### src/verilog/adc_port_params.svh
/*
 Register offsets, field positions, codes and reset values of the
 result and port block. Assumes inclusion by both the package and the bench.
*/
`ifndef ADC_PORT_PARAMS_SVH
`define ADC_PORT_PARAMS_SVH

`define OFS_MODE 8'h00
`define OFS_IOPORT 8'h04
`define OFS_CHSTAT 8'h08
`define OFS_DATA 8'h0C
`define OFS_IRQSTAT 8'h10
`define OFS_IRQMASK 8'h14
`define OFS_CONVSTAT 8'h18

`define MODE_W 5
`define MODE_IDLE 3'h0
`define MODE_SINGLE 3'h1
`define MODE_CONT 3'h2
`define MODE_CAL_FIRST 3'h3
`define MODE_CAL_LAST 3'h6
`define MODE_CLAMP_BIT 3
`define MODE_BIPOLAR_BIT 4
`define MODE_RST 5'h00

`define IO_W 5
`define IO_P0_VAL_BIT 0
`define IO_P0_ANALOG_BIT 1
`define IO_P1_VAL_BIT 2
`define IO_P1_DRIVE_BIT 3
`define IO_SYNC_EN_BIT 4
`define IO_RST 5'h00

`define EV_W 4
`define EV_CONV_BIT 0
`define EV_CAL_BIT 1
`define EV_MISSING_REFERENCE_FLAG_BIT 2
`define EV_OVR_BIT 3
`define MASK_RST 4'h0

`define DATA_W 16
`define CODE_MID 16'h8000
`define DATA_ONES 16'hFFFF
`define DATA_ZERO 16'h0000

`endif

### src/verilog/adc_port_pkg.sv
/*
 Types shared by the result and port block.
 Assumes the constants header is on the include path.
*/
`include "adc_port_params.svh"

package adc_port_pkg;

    typedef struct packed {
        logic psel;
        logic penable;
        logic pwrite;
        logic [7:0] paddr;
        logic [31:0] pwdata;
    } apb_req_t;

    typedef struct packed {
        logic [`DATA_W-1:0] data;
        logic sign;
        logic over;
    } coded_t;

    typedef enum logic [2:0] {
        ST_IDLE = 3'b001,
        ST_SYNC_WAIT = 3'b010,
        ST_RUN = 3'b100
    } state_t;

endpackage

### src/verilog/adc_result_port.sv
/*
 Result coding, status flags, sync gating and two-pin port, APB slave.
 Assumes the modulator pulses rawValid per result and refLow is a level.
*/
// The APB register port and the address map were chosen for this implementation.
`timescale 1ns/100ps

module adc_result_port #(
    parameter int RAW_W = 20
) (
    input wire logic clk,
    input wire logic reset_n,
    input wire logic clkEn,
    input wire adc_port_pkg::apb_req_t apbReq,
    output logic [31:0] prdata,
    output logic pready,
    output logic pslverr,
    input wire logic rawValid,
    input wire logic signed [RAW_W-1:0] rawResult,
    input wire logic refLow,
    output logic convRun,
    output logic calUpdate,
    output logic port0Out,
    output logic port0AnalogSel,
    output logic port1Out,
    output logic port1OeN,
    input wire logic port1In,
    output logic irq
);
    import adc_port_pkg::*;

    state_t state_r, state_nxt;
    coded_t coded;
    logic [`MODE_W-1:0] mode_r, mode_nxt;
    logic [`IO_W-1:0] io_r, io_nxt;
    logic [`EV_W-1:0] irqStat_r, irqStat_nxt, mask_r, evt;
    logic [`DATA_W-1:0] data_r;
    logic sign_r, over_r, missing_reference_flag_r, missing_reference_flag_nxt, ready_r, ready_nxt;
    logic holdLow_r, holdLow_nxt;
    logic [31:0] prdata_r, readMux;
    logic pready_r, pslverr_r, convRun_r, calUpdate_r, irq_r;
    logic port0Out_r, port0AnalogSel_r, port1Out_r, port1OeN_r;

    wire apbAccess = apbReq.psel && apbReq.penable;
    wire apbDone = apbAccess && pready_r;
    wire wrEn = apbDone && apbReq.pwrite;
    wire rdEn = apbDone && !apbReq.pwrite;
    wire selMode = apbReq.paddr == `OFS_MODE;
    wire selIo = apbReq.paddr == `OFS_IOPORT;
    wire selCh = apbReq.paddr == `OFS_CHSTAT;
    wire selData = apbReq.paddr == `OFS_DATA;
    wire selIrq = apbReq.paddr == `OFS_IRQSTAT;
    wire selMask = apbReq.paddr == `OFS_IRQMASK;
    wire selConv = apbReq.paddr == `OFS_CONVSTAT;
    wire unmapped = !(selMode | selIo | selCh | selData | selIrq | selMask | selConv);

    wire [2:0] wrModeCode = apbReq.pwdata[2:0];
    wire wrModeLegal = wrModeCode <= `MODE_CAL_LAST;
    wire wrMode = wrEn && selMode;
    wire startReq = wrMode && wrModeLegal && wrModeCode != `MODE_IDLE;
    wire stopReq = wrMode && !startReq;
    wire [2:0] modeCode = mode_r[2:0];
    wire isCal = modeCode >= `MODE_CAL_FIRST && modeCode <= `MODE_CAL_LAST;
    wire isSingle = modeCode == `MODE_SINGLE;
    wire clampOn = mode_r[`MODE_CLAMP_BIT];
    wire bipolarOn = mode_r[`MODE_BIPOLAR_BIT];
    wire syncEn = io_r[`IO_SYNC_EN_BIT];
    // The far end keeps the sync line at a valid level, so it is used unfiltered
    wire syncBlock = syncEn && !port1In;
    wire running = state_r == ST_RUN;
    wire resLatch = running && rawValid && !isCal;
    wire calFinish = running && rawValid && isCal;
    wire opDone = calFinish || (resLatch && isSingle);

    result_coder #(
        .RAW_W(RAW_W)
    ) coder (
        .raw(rawResult),
        .bipolar(bipolarOn),
        .clamp(clampOn),
        .coded(coded)
    );

    always_comb begin
        state_nxt = state_r;
        unique case (state_r)
            ST_IDLE: begin
                if (startReq) begin
                    state_nxt = syncBlock ? ST_SYNC_WAIT : ST_RUN;
                end
            end
            ST_SYNC_WAIT: begin
                if (stopReq) begin
                    state_nxt = ST_IDLE;
                end else if (!syncBlock) begin
                    state_nxt = ST_RUN;
                end
            end
            ST_RUN: begin
                if (stopReq || opDone) begin
                    state_nxt = ST_IDLE;
                end else if (syncBlock) begin
                    state_nxt = ST_SYNC_WAIT;
                end
            end
            default: state_nxt = ST_IDLE;
        endcase
    end

    // Finished single and calibration runs fall back to idle mode
    assign mode_nxt = wrMode ? (wrModeLegal ? apbReq.pwdata[`MODE_W-1:0] :
        {apbReq.pwdata[`MODE_W-1:3], `MODE_IDLE}) :
        opDone ? {mode_r[`MODE_W-1:3], `MODE_IDLE} : mode_r;
    assign io_nxt = (wrEn && selIo) ? apbReq.pwdata[`IO_W-1:0] : io_r;

    // Flag is rearmed at each new run, but an event the same cycle wins
    wire runEntry = state_nxt == ST_RUN && !running;
    assign missing_reference_flag_nxt = (missing_reference_flag_r && !runEntry) || (running && refLow);
    assign ready_nxt = (ready_r && !(rdEn && selData)) || resLatch || calFinish;
    // Calibration end pulls the sync line low until the port is rewritten
    assign holdLow_nxt = calFinish || (holdLow_r && !(wrEn && selIo));

    assign evt[`EV_CONV_BIT] = resLatch;
    assign evt[`EV_CAL_BIT] = calFinish;
    assign evt[`EV_MISSING_REFERENCE_FLAG_BIT] = running && refLow && !missing_reference_flag_r;
    assign evt[`EV_OVR_BIT] = resLatch && coded.over;
    // Set wins over a write-one clear in the same cycle
    assign irqStat_nxt = (irqStat_r & ~((wrEn && selIrq) ?
        apbReq.pwdata[`EV_W-1:0] : `MASK_RST)) | evt;

    assign readMux = selMode ? {27'h0000000, mode_r} :
        selIo ? {26'h0000000, port1In, io_r} :
        selCh ? {28'h0000000, missing_reference_flag_r, over_r, sign_r, ready_r} :
        selData ? {16'h0000, data_r} :
        selIrq ? {28'h0000000, irqStat_r} :
        selMask ? {28'h0000000, mask_r} :
        selConv ? {28'h0000000, ready_r, state_r} : 32'h00000000;

    always_ff @(posedge clk or negedge reset_n) begin
        if (!reset_n) begin
            pready_r <= 1'b0;
            pslverr_r <= 1'b0;
            prdata_r <= 32'h00000000;
        end else if (clkEn) begin
            pready_r <= apbAccess && !pready_r;
            pslverr_r <= apbAccess && !pready_r && unmapped;
            prdata_r <= (apbAccess && !pready_r) ? readMux : prdata_r;
        end
    end

    always_ff @(posedge clk or negedge reset_n) begin
        if (!reset_n) begin
            state_r <= ST_IDLE;
            mode_r <= `MODE_RST;
            io_r <= `IO_RST;
            mask_r <= `MASK_RST;
            irqStat_r <= `MASK_RST;
        end else if (clkEn) begin
            state_r <= state_nxt;
            mode_r <= mode_nxt;
            io_r <= io_nxt;
            mask_r <= (wrEn && selMask) ? apbReq.pwdata[`EV_W-1:0] : mask_r;
            irqStat_r <= irqStat_nxt;
        end
    end

    always_ff @(posedge clk or negedge reset_n) begin
        if (!reset_n) begin
            data_r <= `DATA_ZERO;
            sign_r <= 1'b0;
            over_r <= 1'b0;
            missing_reference_flag_r <= 1'b0;
            ready_r <= 1'b0;
            holdLow_r <= 1'b0;
        end else if (clkEn) begin
            if (resLatch) begin
                data_r <= coded.data;
                sign_r <= coded.sign;
                over_r <= coded.over;
            end
            missing_reference_flag_r <= missing_reference_flag_nxt;
            ready_r <= ready_nxt;
            holdLow_r <= holdLow_nxt;
        end
    end

    always_ff @(posedge clk or negedge reset_n) begin
        if (!reset_n) begin
            convRun_r <= 1'b0;
            calUpdate_r <= 1'b0;
            irq_r <= 1'b0;
            port0Out_r <= 1'b0;
            port0AnalogSel_r <= 1'b0;
            port1Out_r <= 1'b0;
            port1OeN_r <= 1'b1;
        end else if (clkEn) begin
            convRun_r <= state_nxt == ST_RUN;
            calUpdate_r <= calFinish;
            irq_r <= |(irqStat_nxt & mask_r);
            port0Out_r <= io_nxt[`IO_P0_VAL_BIT];
            port0AnalogSel_r <= io_nxt[`IO_P0_ANALOG_BIT];
            port1Out_r <= !io_nxt[`IO_SYNC_EN_BIT] && io_nxt[`IO_P1_VAL_BIT];
            port1OeN_r <= io_nxt[`IO_SYNC_EN_BIT] ? !holdLow_nxt :
                !io_nxt[`IO_P1_DRIVE_BIT];
        end
    end

    assign prdata = prdata_r;
    assign pready = pready_r;
    assign pslverr = pslverr_r;
    assign convRun = convRun_r;
    assign calUpdate = calUpdate_r;
    assign irq = irq_r;
    assign port0Out = port0Out_r;
    assign port0AnalogSel = port0AnalogSel_r;
    assign port1Out = port1Out_r;
    assign port1OeN = port1OeN_r;
endmodule

### src/verilog/result_coder.sv
/*
 Turns a signed raw result into the output code, sign and overrange.
 Assumes raw counts are scaled so one count is one output LSB.
*/
`timescale 1ns/100ps

module result_coder #(
    parameter int RAW_W = 20
) (
    input wire logic signed [RAW_W-1:0] raw,
    input wire logic bipolar,
    input wire logic clamp,
    output adc_port_pkg::coded_t coded
);
    import adc_port_pkg::*;

    logic signed [RAW_W-1:0] shifted;
    logic signed [RAW_W-1:0] fsMax;
    logic above;
    logic below;

    // Bipolar codes are offset binary around mid scale
    assign shifted = bipolar ? raw + $signed(RAW_W'(`CODE_MID)) : raw;
    assign fsMax = $signed(RAW_W'(`DATA_ONES));
    // Overrange comes from the digital result only
    assign above = shifted > fsMax;
    assign below = shifted < 0;
    assign coded.sign = raw[RAW_W-1];
    assign coded.over = above | below;
    // Unless clamping, low bits of an out-of-range value give the wrap codes, except a unipolar value below zero, which gives zero
    assign coded.data = (clamp && above) ? `DATA_ONES :
        (clamp && below) ? `DATA_ZERO :
        (!bipolar && below) ? `DATA_ZERO :
        shifted[`DATA_W-1:0];
endmodule

### config.mk
export PLATFORM = sky130hd
export DESIGN_NAME = adc_result_port
export DESIGN_NICKNAME = d
export VERILOG_FILES = /design/src/verilog/adc_port_pkg.sv /design/src/verilog/adc_result_port.sv /design/src/verilog/result_coder.sv
export VERILOG_INCLUDE_DIRS = /design/src /design/src/verilog
export SDC_FILE = /design/constraint.sdc
export NUM_CORES = 1
export LEC_CHECK = 0
export ABC_CLOCK_PERIOD_IN_PS = 2130
export BUFFER_PORTS_ARGS = -buffer_cell sky130_fd_sc_hd__buf_4
export CAP_MARGIN = 20
export CORE_UTILIZATION = 46
export DETAILED_ROUTE_END_ITERATION = 10
export MAX_ROUTING_LAYER = met4
export PLACE_DENSITY_LB_ADDON = 0.12
export RECOVER_POWER = 50
export SETUP_SLACK_MARGIN = 0.5
export SYNTH_ARGS = -nofsm -noshare
export SYNTH_HDL_FRONTEND = slang
export SYNTH_SLANG_ARGS = --single-unit
### constraint.sdc
create_clock -name clk -period 2.13 [get_ports clk]
set_input_delay 0.213 -clock clk [delete_from_list [all_inputs] [get_ports clk]]
set_output_delay 0.213 -clock clk [all_outputs]
set_load 0.01 [all_outputs]
* After elaboration in Yosys (flattened, before gate mapping)
Index checks and enable logic that the tools add are counted.
** Storage, ports and cells
- Flip-flop bits (word level) :: 83
- Input port bits :: 69
- Output and inout port bits :: 41
- Word-level logic and storage cells :: 135
** Operators by class
- $add $sub $neg :: 1
- Order comparisons :: 5
- Equal/unequal tests :: 11
- Multiplexer cells :: 24
- Bitwise gates (word level) :: 11
- Reduce and logical (&&, ||, !) cells :: 61
** Operators with widths (number)
- 16-bit two-way mux :: 7
- 1-bit logical AND :: 31
- 8-bit by 5-bit == test with 1-bit output (second input constant) :: 3
- 3-bit two-way mux :: 8
- 20-bit by 17-bit adder with 20-bit output (second input constant) :: 1
- 20-bit by 17-bit greater-than comparator with 1-bit output (second input constant) :: 1
- 20-bit by 1-bit less-than comparator with 1-bit output (second input constant) :: 1
- 20-bit two-way mux :: 1
- 8-bit by 4-bit == test with 1-bit output (second input constant) :: 2
- 4-bit two-way mux :: 4
- 1-bit zero test :: 15
- 5-bit two-way mux :: 2
- 2-bit AND reduction :: 5
- 3-bit case mux with 3 select lines :: 1
- 4-bit bitwise AND :: 2
- 8-bit by 3-bit == test with 1-bit output (second input constant) :: 1
- 8-bit zero test :: 1
- 1-bit bitwise OR :: 7
- 3-bit by 1-bit == test with 1-bit output (second input constant) :: 2
- 3-bit == test (second input constant) :: 2
- 3-bit less-or-equal comparator (second input constant) :: 2
- 1-bit logical OR :: 6
- 4-bit NOT :: 1
- 4-bit bitwise OR :: 1
- 6 further kinds :: 6

* Depth between registers and ports, before layout
- Depth in word-level cells :: 16
- Mapped depth :: 7
- Mapped depth without buffers :: 6

* By module
Synthesis repeated with hierarchy kept, for this count alone.
** Second synthesis, totals
- Cell total of the unflattened synthesis :: 348
- Area total of the unflattened synthesis :: 3629.7 µm²
** By module, submodules not included
- adc_result_port :: times used 1, cells each 311, area an instance 3329.4 µm², seq. area each 1629.1 µm²
- result_coder :: times used 1, cells each 37, area an instance 300.3 µm², seq. area each 0.0 µm²

* Worst setup path before layout
No wires, ideal clock.
- Kind :: register -> register
- From :: reg state_r[0]
- To :: reg missing_reference_flag_r
- Arrival time :: 1896 ps
- Slack :: 108 ps
- Cell stages (with the launch flop) :: 7
- Cell sequence :: dfstp_2 clkbuf_1 or3b_2 nor4_2 a211o_1 o2111ai_2 o32a_1
** Between the ends
- Word-level cells in the longest chain between the ends :: 13
- Elaborated cells on any way between the ends :: 22
- Classes of those cells :: eq/ne: 4; mux: 6; reduce/logical: 12
** RTL lines
- start, declared :: RTL line adc_result_port.sv:32 : state_t state_r, state_nxt;
- start signal, assigned :: RTL line adc_result_port.sv:159 : state_r <= state_nxt;
- 3-bit == test :: RTL line adc_result_port.sv:70, adc_result_port.sv:86
- 1-bit logical AND :: RTL line adc_result_port.sv:71, adc_result_port.sv:72
- 1-bit logical AND :: RTL line adc_result_port.sv:71 : wire resLatch = running && rawValid && !isCal;
- 1-bit logical AND :: RTL line adc_result_port.sv:73 : wire opDone = calFinish || (resLatch && isSingle);
- 1-bit logical OR :: RTL line adc_result_port.sv:73
- 1-bit logical OR :: RTL line adc_result_port.sv:100 : if (stopReq || opDone) begin
- 3-bit two-way mux :: RTL line adc_result_port.sv:100
- 3-bit case mux with 3 select lines :: RTL line adc_result_port.sv:86 : unique case (state_r)
- 3-bit == test :: RTL line adc_result_port.sv:117 : wire runEntry = state_nxt == ST_RUN && !running;
- 1-bit logical AND :: RTL line adc_result_port.sv:117
- 1-bit zero test :: RTL line adc_result_port.sv:118 : assign missing_reference_flag_nxt = (missing_reference_flag_r && !runEntry) || (running && refLow);
- 1-bit logical AND :: RTL line adc_result_port.sv:118
- 1-bit logical OR (*) :: RTL line adc_result_port.sv:118
- end signal, assigned :: RTL line adc_result_port.sv:181 : missing_reference_flag_r <= missing_reference_flag_nxt;
- end, declared :: RTL line adc_result_port.sv:38 : logic sign_r, over_r, missing_reference_flag_r, missing_reference_flag_nxt, ready_r, ready_nxt;
Mark *: on every way between the ends. The rest lies on a longest branch, timed or not.
A chain may end at the register's enable or synchronous reset.

* Worst setup path in the final report
Same ends and word-level chain as after synthesis.

==> results.ini <==
[floorplanning]
start_util_pct = 47.6
num_rows = 31
coreArea_sq_mm = 0.00725
dieWidth_um = 88.6
io_pins = 110
dieArea_sq_mm = 0.00785
die_h_um = 88.6

[synth]
synth.largest_area_cell = dfrtp_1
synth_ff_type = dfrtp_1
postSynth.asyncResetShare_pct = 100
syn_inst = 387
yosysWarnings = 0
yosysSeqAreaShare_pct = 47.2
avgSynthCellArea_sq_um = 8.92
synth_top_area_share_pct = 45.7
synthTopCellsByArea = dfrtp_1 (46%), nand2_1 (8.6%), buf_4 (3.5%)
synthDistinctLibCells = 56
netlist_area_sq_mm = 0.00345
synth_edf_count = 0
ys_ff_latch = 65

[final_layout]
antenna_cells = 0
fin_util_pct = 60.8
syn2layout_area_growth_pct = 27.7
drive_gt1_share_pct = 27.1
final_nets = 541
final_cell_mix = nand2_1 (77), buf_4 (64), dfrtp_1 (60)
final_common_cell = nand2_1

[sta]
fmax_mhz = 572
final-max-slew-violation-count = 0
finalSetupViolations = 0
fin_crit_sh_pct = 82.1
tns_ps = 0
rsz0062_at_grt = true
finalHoldViolations = 0
skew_ps = 7.66
post-route-min-period_ps = 1750
slew_headroom_pct = 44.7
worst_pin_slew_ps = 829

[critical_path]
crit_chain = or3b_4, nor4_4, a211o_1, o2111ai_2, o32a_1
worst-r2r-cell-count = 5
cp_slowest_cell = dfstp_2
cp_max_fo = 2
cp_num_cells = 5
cp.required_ps = 2370
critPathKind = flop to flop
worstPathArrival_ps = 1990
slowest_delay_ps = 550
crit_family = compound AO/OA/AOI/OAI gates
startpoint_type = flop
cp-end-kind = flop
critical_path_buf_inv_count = 0

[detailed_routing]
via_count = 3123
drc = 0
viasPerCell = 5.43
drtAntennaViolNets = 0
drt-initial-drc-count = 207
drt_first_pass_iters = 4
routed_wl_mm = 9.27
wire_per_inst_um = 16.1

[clocking]
root_buffer = clkbuf_8
cts_buffers = 9
clk_latency_ps = 350
clock_sink_count = 65
cts_tree = yes
htree_levels = 3
clkTransAtPathRegs_ps = 80
clockBufferDepth = 2

[flow_run]
drv_cap = 0

[grt]
grt_pass1_wl_mm = 14.4
grt_pass1_vias = 2785
overflow = 0
antenna_found_initial = 0
grt_max_degree = 66
grt_use_total_pct = 25.7

[power_and_ir_drop]
switching_share_pct = 28.8
p_leak_nw = 1.97
power.share.clock_pct = 38.1
combPwrFrac_pct = 11.4
p_int_mw = 1.82
power_switching_mw = 0.736
seqPwrFrac_pct = 50.5
ir_worst_vdd_mv = 0.384
finalPower_mw = 2.55
p_per_area_mw_per_mm2 = 580

[place]
globalplace.congestion = 0.964
io_buffers = 66
dp_hpwl_mm = 6.61

[min_path]
hp-class = primary input to flop
hold_depth = 3

[status]
outcome = finished, final reports clean

flip-flops by register name (all words and copies together) (netlist names), 3 cells and up:
register / cells
data_r: 16
prdata: 16
io_r: 5
irqStat_r: 4
mask_r: 4
state_r: 3
mode_r: 5
path summary, 6_finish.rpt:
path	endpoint	startpoint	slack, ps
worst min-delay path	data_r[5]	rawResult[5]	100
worst min register to register	over_r	over_r	480
worst max register to register	missing_reference_flag_r	state_r[0]	380
worst max-delay path	missing_reference_flag_r	state_r[0]	380
max in group asynchronous	mode_r[4]	reset_n	1030
min in group asynchronous	state_r[2]	reset_n	490
routing by layer:
| layer | share of wire, % | vias to the layer above | GRT usage [%] |
|---|---|---|---|
| met5 | 0 | - | - |
| met3 | 5.7 | 19 | 3.36 |
| li1 | - | 1492 | - |
| met4 | 1.8 | 0 | 9.68 |
| met1 | 47 | 1507 | 36.6 |
| met2 | 45 | 105 | 37.3 |
power by group through the flow:
| stage | clock, mW | sequential [mW] | combinational [mW] |
|---|---|---|---|
| floorplan | 0 | 1.32 | 0.155 |
| global route | 1.03 | 1.29 | 0.325 |
| CTS | 0.984 | 1.29 | 0.300 |
| global placement | 0 | 1.31 | 0.288 |
| detailed placement | 0 | 1.31 | 0.294 |
| finish | 0.974 | 1.29 | 0.292 |
what timing repair did:
action	in CTS	in global routing
buffers inserted	2	6
endpoints found under the hold margin	63	0
hold buffers	1	0
endpoints found under the setup margin	26	33
pin swaps	1	3
cloned	0	0
resized for setup	4	18
logic make-up (layout without fill, tap and decap cells):
group,Yosys count,after routing,share of synthesized area [%]
AND/OR/NAND/NOR,159,159,21.8
AO/OA/AOI/OAI,90,90,16.9
other,1,16,0.109
multiplexers,14,14,4.42
XOR/XNOR,6,6,1.52
adder cells (fa/ha/maj),1,1,0.363
buffers and inverters,51,125,7.69
flip-flops,65,65,47.2
through the flow:
step,setup slack [ps],instance area (sq um),instances,hold WS [ps]
final,381,4410,575,102
after global placement,136,4120,550,363
after floorplan,277,3610,402,-82.6
after detailed placement,106,4120,550,366
after CTS,381,4350,569,90.1
after global routing,326,4410,575,103
Yosys cell counts (3+ instances only):
cell type,count
a21oi_1,23
a22oi_1,4
a2bb2oi_1,5
a311oi_1,3
a31oi_1,6
buf_2,4
buf_4,16
clkbuf_1,12
dfrtp_1,63
inv_1,15
mux2_2,10
mux2i_1,4
nand2_1,79
nand2b_1,4
nand3_1,11
nand4_1,4
nor2_1,31
nor3_1,7
nor3b_1,3
o211ai_1,5
o21ai_0,21
o22ai_1,8
xor2_1,5
cell type report:
cell class | count | area [sq um]
well taps | 99 | 124
multi-input cells | 286 | 1760
flip-flops and latches | 65 | 1630
clock buffers | 9 | 124
inverters | 15 | 56.3
fillers | 673 | 2850
repair buffers | 94 | 658
clock inverters | 7 | 53.8
tightest hold or removal path, delay by kind of cell:
family | cells | cell delay, ps
buffers and inverters | 1 | 110
AND/OR/NAND/NOR | 1 | 50
AO/OA/AOI/OAI | 1 | 50
(Power assumes the default switching activity.)
